<file path="config.mk">
export PLATFORM = sky130hd
export DESIGN_NAME = servo_profile_and_alarm_sequencer
export DESIGN_NICKNAME = d
export VERILOG_FILES = /design/src/servo_seq_pkg.sv /design/src/s_curve_range_check.sv /design/src/servo_profile_and_alarm_sequencer.sv
export VERILOG_INCLUDE_DIRS = /design/src /design/src/src
export SDC_FILE = /design/constraint.sdc
export NUM_CORES = 1
export LEC_CHECK = 0
export ABC_AREA = 1
export BUFFER_PORTS_ARGS = -buffer_cell sky130_fd_sc_hd__buf_2
export CORE_MARGIN = 2
export CORE_UTILIZATION = 50
export DETAILED_ROUTE_END_ITERATION = 8
export GPL_ROUTABILITY_DRIVEN = 0
export PLACE_DENSITY = 0.68
export REMOVE_ABC_BUFFERS = 1
export SETUP_SLACK_MARGIN = 0.05
export SYNTH_ARGS = -nofsm -noshare
export SYNTH_HDL_FRONTEND = slang
export SYNTH_SLANG_ARGS = --single-unit
</file>
<file path="constraint.sdc">
create_clock -name aclk -period 12.35 [get_ports aclk]
set_input_delay 0.6175 -clock aclk [delete_from_list [all_inputs] [get_ports aclk]]
set_output_delay 0.6175 -clock aclk [all_outputs]
set_load 0.02 [all_outputs]
</file>
<file path="src/servo_seq_regs.svh">
// register map, field positions, reset values and timing counts of the servo sequencer
// Overview of operation
// profile change applies from next step move
// combined block type 1 forces linear profile
// S-shaped time zero gives linear profile
// out-of-range S-shaped time gives linear profile
// S-time must stay below encoder-dependent limit
// reject operation commands during initialization interval
// ready output only after init, no error
// host asserts servo-on after ready, power settled
// protective functions active 1.5 s after start
// host settles protective input levels beforehand
// t1 ends at alarm time or 30 r/min
// stationary motor at alarm gives zero t1
// alarm clears homing and current position outputs
// S-shaped time held as 16-bit parameter
`ifndef SERVO_SEQ_REGS_SVH
`define SERVO_SEQ_REGS_SVH

`define REG_S_TIME      8'h00
`define REG_ACCEL       8'h04
`define REG_CFG         8'h08
`define REG_BRK_TIME    8'h0C
`define REG_STATUS      8'h10
`define REG_IRQ_STATUS  8'h14
`define REG_IRQ_MASK    8'h18

`define CFG_BLOCK_LSB   0
`define CFG_ENC17_BIT   8
`define CFG_BRKSEQ_LSB  12
`define BRK_STALL_LSB   16

`define S_TIME_RST      16'h0000
`define ACCEL_RST       16'h0064
`define CFG_RST         32'h0000_0000
`define BRK_TIME_RST    32'h0000_0000
`define IRQ_MASK_RST    4'h0

`define IRQ_ALARM       0
`define IRQ_T1_END      1
`define IRQ_REJECT      2
`define IRQ_READY       3
`define IRQ_W           4

`define BLOCK_COMBINED  8'h01
`define STALL_RPM       16'h001E
`define S_LIMIT_2500_X100 32'h00C3_3C78
`define S_LIMIT_17B_X100  32'h09FF_0000

`define CLK_FREQ_HZ     125000000
`define CYC_PER_MS      (`CLK_FREQ_HZ / 1000)
`define INIT_TIME_MS    100
`define PROTECT_TIME_MS 1500

`endif

</file>
<file path="src/servo_seq_pkg.sv">
// types shared by the servo profile and alarm sequencer
package servo_seq_pkg;
   typedef enum logic [1:0] {BRK_IDLE, BRK_RUN, BRK_HOLD} brake_state_t;

   typedef struct packed {
      logic [15:0] s_time_ms;
      logic [15:0] accel_ms;
      logic [7:0] block_type;
      logic enc_17bit;
   } profile_cfg_t;

   typedef struct packed {
      logic s_setting_ok;
      logic servo_engaged;
      logic homing_done;
      logic s_curve_active;
      logic t1_active;
      logic alarm;
      logic protect_active;
      logic init_done;
   } seq_status_t;
endpackage

</file>
<file path="src/s_curve_range_check.sv">
// decides whether the S-shaped profile setting is usable for the next move
`include "servo_seq_regs.svh"
module s_curve_range_check (
   input wire servo_seq_pkg::profile_cfg_t cfg,
   output logic s_curve_ok
);
   localparam int PW = 41;
   logic [PW-1:0] lhs;
   logic [PW-1:0] limit;

   // (s+1)*acc*100 < K*100 avoids a divider and keeps the 0.24 fraction exact
   assign lhs = PW'((PW'(cfg.s_time_ms) + PW'(1)) * PW'(cfg.accel_ms) * PW'(100));
   assign limit = cfg.enc_17bit ? PW'(`S_LIMIT_17B_X100) : PW'(`S_LIMIT_2500_X100);

   always_comb begin
      s_curve_ok = 1'b1;
      if (cfg.block_type == `BLOCK_COMBINED) s_curve_ok = 1'b0;
      if (cfg.s_time_ms == 16'h0000) s_curve_ok = 1'b0;
      // zero ramp time has no meaningful limit, so treat it as linear
      if (cfg.accel_ms == 16'h0000) s_curve_ok = 1'b0;
      if (lhs >= limit) s_curve_ok = 1'b0;
   end
endmodule // s_curve_range_check

</file>
<file path="src/servo_profile_and_alarm_sequencer.sv">
// servo profile selection, power-on readiness and alarm braking sequencer
//
// Our own choices: register access over AXI4-Lite and the register offsets.
`include "servo_seq_regs.svh"
module servo_profile_and_alarm_sequencer #(
   parameter int MS_CYCLES = `CYC_PER_MS,
   parameter int INIT_MS = `INIT_TIME_MS,
   parameter int PROTECT_MS = `PROTECT_TIME_MS,
   parameter int POS_W = 6
) (
   input wire logic aclk,
   input wire logic aresetn,
   input wire logic [7:0] awaddr,
   input wire logic awvalid,
   output logic awready,
   input wire logic [31:0] wdata,
   input wire logic [3:0] wstrb,
   input wire logic wvalid,
   output logic wready,
   output logic [1:0] bresp,
   output logic bvalid,
   input wire logic bready,
   input wire logic [7:0] araddr,
   input wire logic arvalid,
   output logic arready,
   output logic [31:0] rdata,
   output logic [1:0] rresp,
   output logic rvalid,
   input wire logic rready,
   input wire logic servo_on_input,
   input wire logic cw_overtravel_inhibit,
   input wire logic ccw_overtravel_inhibit,
   input wire logic emergency_stop_input,
   input wire logic fault_input,
   input wire logic alarm_clear_input,
   input wire logic [15:0] motor_speed_rpm,
   input wire logic step_start_input,
   input wire logic homing_start_input,
   input wire logic move_done_input,
   input wire logic [POS_W-1:0] done_point_input,
   output logic servo_alarm_output,
   output logic motor_drive_on,
   output logic t1_active,
   output logic cw_drive_inhibit,
   output logic ccw_drive_inhibit,
   output logic move_busy,
   output logic active_s_curve,
   output logic [15:0] active_s_time_ms,
   output logic [15:0] active_accel_ms,
   output logic homing_done,
   output logic [POS_W-1:0] current_position_outputs,
   output logic [3:0] alarm_sequence_param,
   output logic [15:0] stall_brake_time_param,
   output logic irq
);
   generate
      if (MS_CYCLES < 2 || INIT_MS < 1 || PROTECT_MS < INIT_MS || PROTECT_MS > 65535
          || POS_W < 1 || POS_W > 16) begin : g_bad_param
         $error("servo sequencer: unsupported parameter values");
      end
   endgenerate

   localparam int MSW = $clog2(MS_CYCLES);

   function automatic logic reg_mapped(input logic [7:0] a);
      reg_mapped = (a == `REG_S_TIME) || (a == `REG_ACCEL) || (a == `REG_CFG) ||
                   (a == `REG_BRK_TIME) || (a == `REG_STATUS) ||
                   (a == `REG_IRQ_STATUS) || (a == `REG_IRQ_MASK);
   endfunction

   function automatic logic [31:0] apply_strb(input logic [31:0] old, input logic [31:0] d,
                                              input logic [3:0] s);
      logic [31:0] r;
      r = old;
      for (int i = 0; i < 4; i++) begin
         if (s[i]) r[8*i +: 8] = d[8*i +: 8];
      end
      apply_strb = r;
   endfunction

   // software-visible settings
   logic [15:0] s_time_r;
   logic [15:0] accel_r;
   logic [7:0] block_type_r;
   logic enc17_r;
   logic [3:0] brk_seq_r;
   logic [15:0] brk_run_r;
   logic [15:0] stall_time_r;
   logic [`IRQ_W-1:0] irq_stat_r;
   logic [`IRQ_W-1:0] irq_mask_r;

   // bus slave state
   logic aw_hold_r;
   logic w_hold_r;
   logic [7:0] aw_addr_r;
   logic [31:0] w_data_r;
   logic [3:0] w_strb_r;
   logic wr_fire;

   // sequencing state
   logic [MSW-1:0] ms_cnt_r;
   logic ms_tick;
   logic [15:0] ms_since_r;
   logic init_done_r;
   logic protect_r;
   logic alarm_r;
   logic step_busy_r;
   logic homing_move_r;
   logic [15:0] t1_cnt_r;
   servo_seq_pkg::brake_state_t brk_r;
   servo_seq_pkg::profile_cfg_t live_cfg;
   servo_seq_pkg::seq_status_t status;
   logic s_ok;
   logic error;
   logic alarm_rise;
   logic stalled;
   logic engaged;
   logic step_accept;
   logic cmd_accept;
   logic cmd_reject;
   logic t1_end;
   logic [31:0] cfg_word;
   logic [31:0] brk_word;
   logic [`IRQ_W-1:0] irq_event;

   assign live_cfg = '{s_time_ms: s_time_r, accel_ms: accel_r, block_type: block_type_r,
                       enc_17bit: enc17_r};

   s_curve_range_check u_range (
      .cfg(live_cfg),
      .s_curve_ok(s_ok)
   );

   // ---------------- AXI4-Lite slave ----------------
   assign awready = !aw_hold_r && !bvalid;
   assign wready = !w_hold_r && !bvalid;
   assign arready = !rvalid;
   assign wr_fire = aw_hold_r && w_hold_r && !bvalid;
   assign cfg_word = {16'h0000, brk_seq_r, 3'b000, enc17_r, block_type_r};
   assign brk_word = {stall_time_r, brk_run_r};

   always_ff @(posedge aclk) begin
      if (!aresetn) begin
         aw_hold_r <= 1'b0;
         w_hold_r <= 1'b0;
         aw_addr_r <= 8'h00;
         w_data_r <= 32'h0000_0000;
         w_strb_r <= 4'h0;
      end else begin
         if (awvalid && awready) begin
            aw_hold_r <= 1'b1;
            aw_addr_r <= awaddr;
         end
         if (wvalid && wready) begin
            w_hold_r <= 1'b1;
            w_data_r <= wdata;
            w_strb_r <= wstrb;
         end
         if (wr_fire) begin
            aw_hold_r <= 1'b0;
            w_hold_r <= 1'b0;
         end
      end
   end

   always_ff @(posedge aclk) begin
      if (!aresetn) begin
         bvalid <= 1'b0;
         bresp <= 2'b00;
      end else if (wr_fire) begin
         bvalid <= 1'b1;
         bresp <= reg_mapped(aw_addr_r) ? 2'b00 : 2'b10;
      end else if (bready) begin
         bvalid <= 1'b0;
      end
   end

   always_ff @(posedge aclk) begin
      if (!aresetn) begin
         s_time_r <= `S_TIME_RST;
         accel_r <= `ACCEL_RST;
         block_type_r <= 8'(`CFG_RST >> `CFG_BLOCK_LSB);
         enc17_r <= 1'(`CFG_RST >> `CFG_ENC17_BIT);
         brk_seq_r <= 4'(`CFG_RST >> `CFG_BRKSEQ_LSB);
         brk_run_r <= 16'(`BRK_TIME_RST);
         stall_time_r <= 16'(`BRK_TIME_RST >> `BRK_STALL_LSB);
         irq_mask_r <= `IRQ_MASK_RST;
      end else if (wr_fire) begin
         case (aw_addr_r)
            `REG_S_TIME: s_time_r <= 16'(apply_strb({16'h0000, s_time_r}, w_data_r, w_strb_r));
            `REG_ACCEL: accel_r <= 16'(apply_strb({16'h0000, accel_r}, w_data_r, w_strb_r));
            `REG_CFG: begin
               block_type_r <= 8'(apply_strb(cfg_word, w_data_r, w_strb_r) >> `CFG_BLOCK_LSB);
               enc17_r <= 1'(apply_strb(cfg_word, w_data_r, w_strb_r) >> `CFG_ENC17_BIT);
               brk_seq_r <= 4'(apply_strb(cfg_word, w_data_r, w_strb_r) >> `CFG_BRKSEQ_LSB);
            end
            `REG_BRK_TIME: begin
               brk_run_r <= 16'(apply_strb(brk_word, w_data_r, w_strb_r));
               stall_time_r <= 16'(apply_strb(brk_word, w_data_r, w_strb_r) >> `BRK_STALL_LSB);
            end
            `REG_IRQ_MASK: if (w_strb_r[0]) irq_mask_r <= w_data_r[`IRQ_W-1:0];
            default: ;
         endcase
      end
   end

   assign status = '{s_setting_ok: s_ok, servo_engaged: engaged, homing_done: homing_done,
                     s_curve_active: active_s_curve, t1_active: t1_active, alarm: alarm_r,
                     protect_active: protect_r, init_done: init_done_r};

   always_ff @(posedge aclk) begin
      if (!aresetn) begin
         rvalid <= 1'b0;
         rdata <= 32'h0000_0000;
         rresp <= 2'b00;
      end else if (arvalid && arready) begin
         rvalid <= 1'b1;
         rresp <= reg_mapped(araddr) ? 2'b00 : 2'b10;
         case (araddr)
            `REG_S_TIME: rdata <= {16'h0000, s_time_r};
            `REG_ACCEL: rdata <= {16'h0000, accel_r};
            `REG_CFG: rdata <= cfg_word;
            `REG_BRK_TIME: rdata <= brk_word;
            `REG_STATUS: rdata <= {24'h00_0000, status};
            `REG_IRQ_STATUS: rdata <= {28'h000_0000, irq_stat_r};
            `REG_IRQ_MASK: rdata <= {28'h000_0000, irq_mask_r};
            default: rdata <= 32'h0000_0000;
         endcase
      end else if (rready) begin
         rvalid <= 1'b0;
      end
   end

   // ---------------- interrupts ----------------
   // events are one-cycle pulses, except cmd_reject, which lasts while a start input is held; the status bits hold them
   assign irq_event = (`IRQ_W'(alarm_rise) << `IRQ_ALARM) |
                      (`IRQ_W'(t1_end) << `IRQ_T1_END) |
                      (`IRQ_W'(cmd_reject) << `IRQ_REJECT) |
                      (`IRQ_W'(ms_tick && ms_since_r == 16'(INIT_MS - 1)) << `IRQ_READY);

   // a new event wins over a simultaneous write-one-to-clear
   always_ff @(posedge aclk) begin
      if (!aresetn) begin
         irq_stat_r <= '0;
      end else if (wr_fire && aw_addr_r == `REG_IRQ_STATUS && w_strb_r[0]) begin
         irq_stat_r <= (irq_stat_r & ~w_data_r[`IRQ_W-1:0]) | irq_event;
      end else begin
         irq_stat_r <= irq_stat_r | irq_event;
      end
   end

   assign irq = |(irq_stat_r & irq_mask_r);

   // ---------------- power-on timing ----------------
   assign ms_tick = (ms_cnt_r == MSW'(MS_CYCLES - 1));

   always_ff @(posedge aclk) begin
      if (!aresetn || ms_tick) ms_cnt_r <= '0;
      else ms_cnt_r <= ms_cnt_r + MSW'(1);
   end

   // saturates at the protection point, so the ready interrupt decode cannot match it again
   always_ff @(posedge aclk) begin
      if (!aresetn) begin
         ms_since_r <= 16'h0000;
         init_done_r <= 1'b0;
         protect_r <= 1'b0;
      end else if (ms_tick && !protect_r) begin
         ms_since_r <= ms_since_r + 16'h0001;
         if (ms_since_r == 16'(INIT_MS - 1)) init_done_r <= 1'b1;
         if (ms_since_r == 16'(PROTECT_MS - 1)) protect_r <= 1'b1;
      end
   end

   // ---------------- alarm and readiness ----------------
   assign error = fault_input || (protect_r && emergency_stop_input);
   assign alarm_rise = error && !alarm_r;
   assign stalled = motor_speed_rpm < `STALL_RPM;

   always_ff @(posedge aclk) begin
      if (!aresetn) alarm_r <= 1'b0;
      else if (error) alarm_r <= 1'b1;
      else if (alarm_clear_input && brk_r == servo_seq_pkg::BRK_HOLD) alarm_r <= 1'b0;
   end

   always_ff @(posedge aclk) begin
      if (!aresetn) begin
         servo_alarm_output <= 1'b0;
         cw_drive_inhibit <= 1'b0;
         ccw_drive_inhibit <= 1'b0;
      end else begin
         servo_alarm_output <= init_done_r && !alarm_r && !error;
         // inhibits are ignored until protection is armed
         cw_drive_inhibit <= protect_r && cw_overtravel_inhibit;
         ccw_drive_inhibit <= protect_r && ccw_overtravel_inhibit;
      end
   end

   // servo-on may be high during init; commands stay refused until init ends
   assign engaged = servo_on_input && init_done_r && !alarm_r && !error &&
                    brk_r == servo_seq_pkg::BRK_IDLE;
   assign cmd_accept = (step_start_input || homing_start_input) && engaged && !step_busy_r;
   assign step_accept = cmd_accept && step_start_input;
   assign cmd_reject = (step_start_input || homing_start_input) && !init_done_r;

   // ---------------- moves and profile capture ----------------
   always_ff @(posedge aclk) begin
      if (!aresetn) begin
         active_s_curve <= 1'b0;
         active_s_time_ms <= 16'h0000;
         active_accel_ms <= `ACCEL_RST;
      end else if (cmd_accept) begin
         // captured once per move so later writes wait for the next move
         active_s_curve <= s_ok;
         active_s_time_ms <= s_ok ? s_time_r : 16'h0000;
         active_accel_ms <= accel_r;
      end
   end

   always_ff @(posedge aclk) begin
      if (!aresetn) begin
         step_busy_r <= 1'b0;
         homing_move_r <= 1'b0;
         homing_done <= 1'b0;
         current_position_outputs <= '0;
      end else if (error) begin
         step_busy_r <= 1'b0;
         homing_move_r <= 1'b0;
         homing_done <= 1'b0;
         current_position_outputs <= '0;
      end else if (cmd_accept) begin
         step_busy_r <= 1'b1;
         homing_move_r <= homing_start_input && !step_start_input;
      end else if (move_done_input && step_busy_r) begin
         step_busy_r <= 1'b0;
         if (homing_move_r) homing_done <= 1'b1;
         else current_position_outputs <= done_point_input;
      end
   end

   assign move_busy = step_busy_r;

   // ---------------- alarm braking interval ----------------
   assign t1_end = brk_r == servo_seq_pkg::BRK_RUN && (stalled || t1_cnt_r >= brk_run_r);

   always_ff @(posedge aclk) begin
      if (!aresetn) begin
         brk_r <= servo_seq_pkg::BRK_IDLE;
         t1_cnt_r <= 16'h0000;
      end else begin
         case (brk_r)
            servo_seq_pkg::BRK_IDLE: begin
               t1_cnt_r <= 16'h0000;
               if (alarm_rise) begin
                  if (servo_on_input && init_done_r && !stalled) brk_r <= servo_seq_pkg::BRK_RUN;
                  else brk_r <= servo_seq_pkg::BRK_HOLD;
               end
            end
            servo_seq_pkg::BRK_RUN: begin
               if (t1_end) brk_r <= servo_seq_pkg::BRK_HOLD;
               else if (ms_tick) t1_cnt_r <= t1_cnt_r + 16'h0001;
            end
            servo_seq_pkg::BRK_HOLD: begin
               if (!alarm_r) brk_r <= servo_seq_pkg::BRK_IDLE;
            end
            default: brk_r <= servo_seq_pkg::BRK_HOLD;
         endcase
      end
   end

   always_ff @(posedge aclk) begin
      if (!aresetn) begin
         motor_drive_on <= 1'b0;
         t1_active <= 1'b0;
      end else begin
         motor_drive_on <= engaged || brk_r == servo_seq_pkg::BRK_RUN;
         t1_active <= brk_r == servo_seq_pkg::BRK_RUN && !t1_end;
      end
   end

   assign alarm_sequence_param = brk_seq_r;
   assign stall_brake_time_param = stall_time_r;
endmodule // servo_profile_and_alarm_sequencer

</file>
# Yosys cells after proc, flatten, opt, wreduce, memory -nomap -nowiden
# Index checks and enable logic that the tools add are counted.
# op_classes
n_reduce_logical	90
n_mux	26
n_lt_le_gt_ge	3
n_bitwise	11
n_addsub	4
n_eq_ne	23
multipliers	2
# ops
operator	n
$pmux 32 s7	1
$eq 8x5->1 const B	6
$mux 16	3
$reduce_and 3->1	15
$ge 41x41->1	1
$mul 41x16->41	1
$mul 41x5->39 const B	1
$add 16x1->16 const B	2
$eq 8x4->1 const B	4
$logic_not 16->1	2
$pmux 16 s2	1
$logic_and 1x1->1	30
$mux 28	1
$add 16x1->17 const B	1
$add 17x1->17 const B	1
$eq 17x17->1 const B	1
$logic_or 1x1->1	17
$eq 16x11->1 const B	1
$eq 16x7->1 const B	1
$eq 8x3->1 const B	2
$ge 16x16->1	1
$logic_not 8->1	2
$lt 16x5->1 const B	1
$logic_not 1->1	13
other kinds (20)	50
# totals
register_bits	270
input_bits	90
elab_cells	201

# Longest topological paths before layout
# logic_depth
word_depth	9
depth_mapped	62
depth_no_buf	61

# By module
# A second synthesis with hierarchy kept.
# hier_totals
cells_unflattened	3429
hier_area_um2	25461.9
# by_module_without_submodules
mod	instances	cells_each	area_each_um2	seq_area_each_um2
s_curve_range_check	1	1871	13689.4	0.0
servo_profile_and_alarm_sequencer	1	1558	11772.5	5365.1

# Worst setup path after synthesis
# OpenSTA, ideal clock, no wires.
# synth_timing
path_kind	register to register
from	register s_time_r[0]
to	register active_s_time_ms[13]
slack_ns	2.038
required_ns	12.280
path_buffers	2
setup_ns	0.070
stages_incl_launch_ff	61
arrival_ns	10.242
path_cell_list	dfxtp_1 > inv_1 > nor3_1 > nand2_1 > nor2_1 > inv_1 > nor2_1 > inv_1 > nor2_1 > inv_1 > nor2_1 > inv_1 > nand2_1 > clkinv_1 > nand2_1 > fa_1 > fa_1 > inv_1 > [... 25 more ...] > ha_1 > a21oi_1 > a21boi_0 > nand2_1 > a21oi_1 > nand2_1 > nand2_1 > nand2_1 > nor2_1 > nand2_1 > inv_1 > nand3_1 > nor3_2 > and2_1 > buf_6 > buf_12 > nand3_2 > a21oi_2
# synth_via
elab_chain_cells	6
# synth_rtl
item	line_no	source
start: declaration	servo_profile_and_alarm_sequencer.sv:82	logic [15:0] s_time_r;
start signal: assignment	servo_profile_and_alarm_sequencer.sv:180	s_time_r <= `S_TIME_RST;
start signal: assignment	servo_profile_and_alarm_sequencer.sv:190	`REG_S_TIME: s_time_r <= 16'(apply_strb({16'h0000, s_time_r}, w_data_r, w_strb_r));
$add 16x1->17	s_curve_range_check.sv:12	assign lhs = PW'((PW'(cfg.s_time_ms) + PW'(1)) * PW'(cfg.accel_ms) * PW'(100));
$mul 41x16->41	s_curve_range_check.sv:12	
$mul 41x5->39	s_curve_range_check.sv:12	
$ge 41x41->1	s_curve_range_check.sv:21	if (lhs >= limit) s_curve_ok = 1'b0;
$mux 1 (*)	s_curve_range_check.sv:21	
$mux 16 (*)	servo_profile_and_alarm_sequencer.sv:315	active_s_time_ms <= s_ok ? s_time_r : 16'h0000;
end signal: assignment	servo_profile_and_alarm_sequencer.sv:315	
end: declaration	servo_profile_and_alarm_sequencer.sv:48	output logic [15:0] active_s_time_ms,
# Every way passes the cells marked *; elsewhere a longest branch is shown, timed or not.
# A chain may end at the register's enable or synchronous reset.

# Worst setup path in the final report
# layout_timing
from	register s_time_r[1]
to	register active_s_time_ms[4]
# Same word-level chain as after synthesis.

==> results.tsv <==
metric	value	unit
status	finished clean	
dp_worst_setup_slack	0.168	ns
yosys.area_share.simple	21.7	%
antenna_found_initial	3	
hp-start	bready	
postCtsHoldBufs	0	
fin_nets	4081	
setup_ws	0.829	ns
setup_viol	0	
ys_ff_latch	268	
path_common_cell	inv_1	
finalSetupTns	0	ns
yosys.cell_count.top_type	nand2_1	
seq_area_frac_synth	21.6	%
htree_levels	1	
drtAntennaViolNets	0	
dp_cells	4125	
yosysTopAreaCell	dfxtp_1	
n_fill_cell	4728	
fp.dieH	227	um
fin_skew	0.0178	ns
leakagePower	13.7	nW
fp.dieW	227	um
cap_violations	0	
synth_flop_cell	dfxtp_1	
cts_sinks	268	
r2r_end	active_s_time_ms[4]$_SDFFE_PN0P_	
ios	198	
wirelength	70100	um
synth_edf_count	0	
syn_inst	3326	
min_path_cells	2	
synth_cell_types	56	
async_reset_ff_share	0	%
multiInputGateArea	17000	um^2
cp-start-kind	flop	
vias	22268	
initial_core_util	50.7	%
post-route-period-util	93.3	%
rr_worst_depth	60	
postPlaceCellArea	26500	um^2
period_minus_slack	11.52	ns
rows	81	
die-area	51400	um^2
whs_endpoint	bvalid$_SDFFE_PN0P_	
synth_fa_ha_area_share	32.2	%
design_area	27600	um^2
cts_root_buf	clkbuf_16	
seq_area	5370	um^2
clock_latency	0.56	ns
max-vdd-ir-drop	0.107	mV
grt_usage	27.3	%
final_core_util	56.3	%
wl_per_cell	16.8	um
area_growth	11.1	%
firstDrtPassIters	5	
worst_slew_pin_slew	1.27	ns
grt_pass1_vias	20812	
drc	0	
critPathCaptureType	flop	
synth_compound_area_share	12.4	%
hpwlAfterDp	55600	um
viasPerCell	5.33	
critPathMaxStageDelay	0.56	ns
yosys.area_share.xor_xnor	1.83	%
hold_ws	0.244	ns
cts_tree	done	
r2r-start	s_time_r[1]$_SDFFE_PN0P_	
synth_top_family_by_area	adder cells	
muxShareOfSynthArea	0	%
clock.fmax	0.0868	GHz
io_buffers	194	
p_per_area	71.2	nW/um^2
synth_common_cells	nand2_1, inv_1, nor2_1	
cts.path.max_buffers	3	
coreArea	49000	um^2
synth_area	24800	um^2
grt_pass1_wl	111000	um
slew_headroom	15.4	%
clk_pin_slew	0.06	ns
synth_top_area_share	21.6	%
netlist_top_cells_area	dfxtp_1, fa_1, ha_1, nand2_1, inv_1	
required	12.82	ns
crit_type	reg2reg	
regToRegSetupSlack	0.83	ns
total_power	1.96	mW
drv_slew	0	
crit_fanout	17	
stdcell_count	4181	
hold_path_class	in2reg	
arrival	11.99	ns
cts_buffers	27	
yosysWarnings	0	
hold_violations	0	
slowest_stage	fa_1	
grt_max_degree	96	
avgSynthCellArea	7.46	um^2
drt-initial-drc-count	1674	
drive_gt1_share	10.3	%
overflow	0	
rsz0062_at_grt	false	
==> critical path, delay by kind of cell (launching register included) <==
family	cells	cell delay [ns]
flops	1	0.40
fa+ha+maj	12	5.15
xor+xnor	1	0.27
compound gates	8	1.45
buf+inv	17	1.41
simple gates	22	2.76
==> report_power, final <==
| part | internal [mW] | switching [mW] | leakage [nW] |
|---|---|---|---|
| Combinational | 0.0570 | 0.119 | 11.0 |
| Clock | 0.517 | 0.364 | 0.466 |
| Sequential | 0.887 | 0.0180 | 2.18 |
| Total | 1.46 | 0.501 | 13.7 |
==> what timing repair did <==
action                                 CTS  global route
setup buffers                            0             7
setup endpoints to repair                0            18
endpoints found under the hold margin    0             0
gates resized for setup                  0            20
==> kinds of logic after synthesis <==
kind of cell,Yosys count
simple gates,1276
buf+inv,669
compound gates,566
fa+ha+maj,494
flops,268
xor+xnor,52
other cells,1
==> cells in the final DEF, fill, tap and decap left out, types with 95 or more instances in the layout <==
| master | netlist | layout |
|---|---|---|
| nand2_1 | 595 | 593 |
| ha_1 | 254 | 254 |
| inv_1 | 559 | 558 |
| nor2_1 | 406 | 404 |
| a21oi_1 | 239 | 238 |
| fa_1 | 240 | 240 |
| buf_2 | 4 | 193 |
| dfxtp_1 | 268 | 267 |
| nand3_1 | 95 | 95 |
| o21ai_0 | 224 | 221 |
==> per-layer routing <==
metal / part of all wire (%) / GRT usage, % / vias to the layer above
met5: 0.044 / 0 / -
met4: 2.9 / 7.07 / 6
met3: 9.7 / 6.84 / 134
met2: 43 / 40.8 / 814
met1: 45 / 39.3 / 10376
li1: - / - / 10938
==> sequential cells by signal (all words and copies together) (netlist names), 8 cells and up <==
name and flops:
stall_brake_time_param 16, ms_since_r 16, accel_r 16, t1_cnt_r 16, ms_cnt_r 17, s_time_r 16
rdata 32, active_accel_ms 16, active_s_time_ms 16, aw_addr_r 8, w_data_r 32, block_type_r 8
brk_run_r 16
==> area by class of cell <==
cell class	instances	share of cell area, %
Inverter	578	7.88
Antenna cell	1	0.00908
Clock inverter	13	0.676
Multi-Input combinational cell	2390	61.6
Timing Repair Buffer	232	4.58
Tap cell	664	3.01
Sequential cell	268	19.5
Clock buffer	35	2.74
==> how the worst max path moves through the flow <==
stage,startpoint,endpoint,slack [ns],depth (start not counted)
after detailed placement,s_time_r[2]$_SDFFE_PN0P_,active_s_time_ms[5]$_SDFFE_PN0P_,0.17,56
after global placement,s_time_r[2]$_SDFFE_PN0P_,active_s_time_ms[2]$_SDFFE_PN0P_,0.41,56
after floorplan,s_time_r[0]$_SDFFE_PN0P_,active_s_time_ms[0]$_SDFFE_PN0P_,1.57,58
final,s_time_r[1]$_SDFFE_PN0P_,active_s_time_ms[4]$_SDFFE_PN0P_,0.83,60
after CTS,s_time_r[2]$_SDFFE_PN0P_,active_s_time_ms[4]$_SDFFE_PN0P_,0.06,56
after global routing,s_time_r[1]$_SDFFE_PN0P_,active_s_time_ms[4]$_SDFFE_PN0P_,0.08,60
Note: power is estimated with default switching activity, not from simulation.
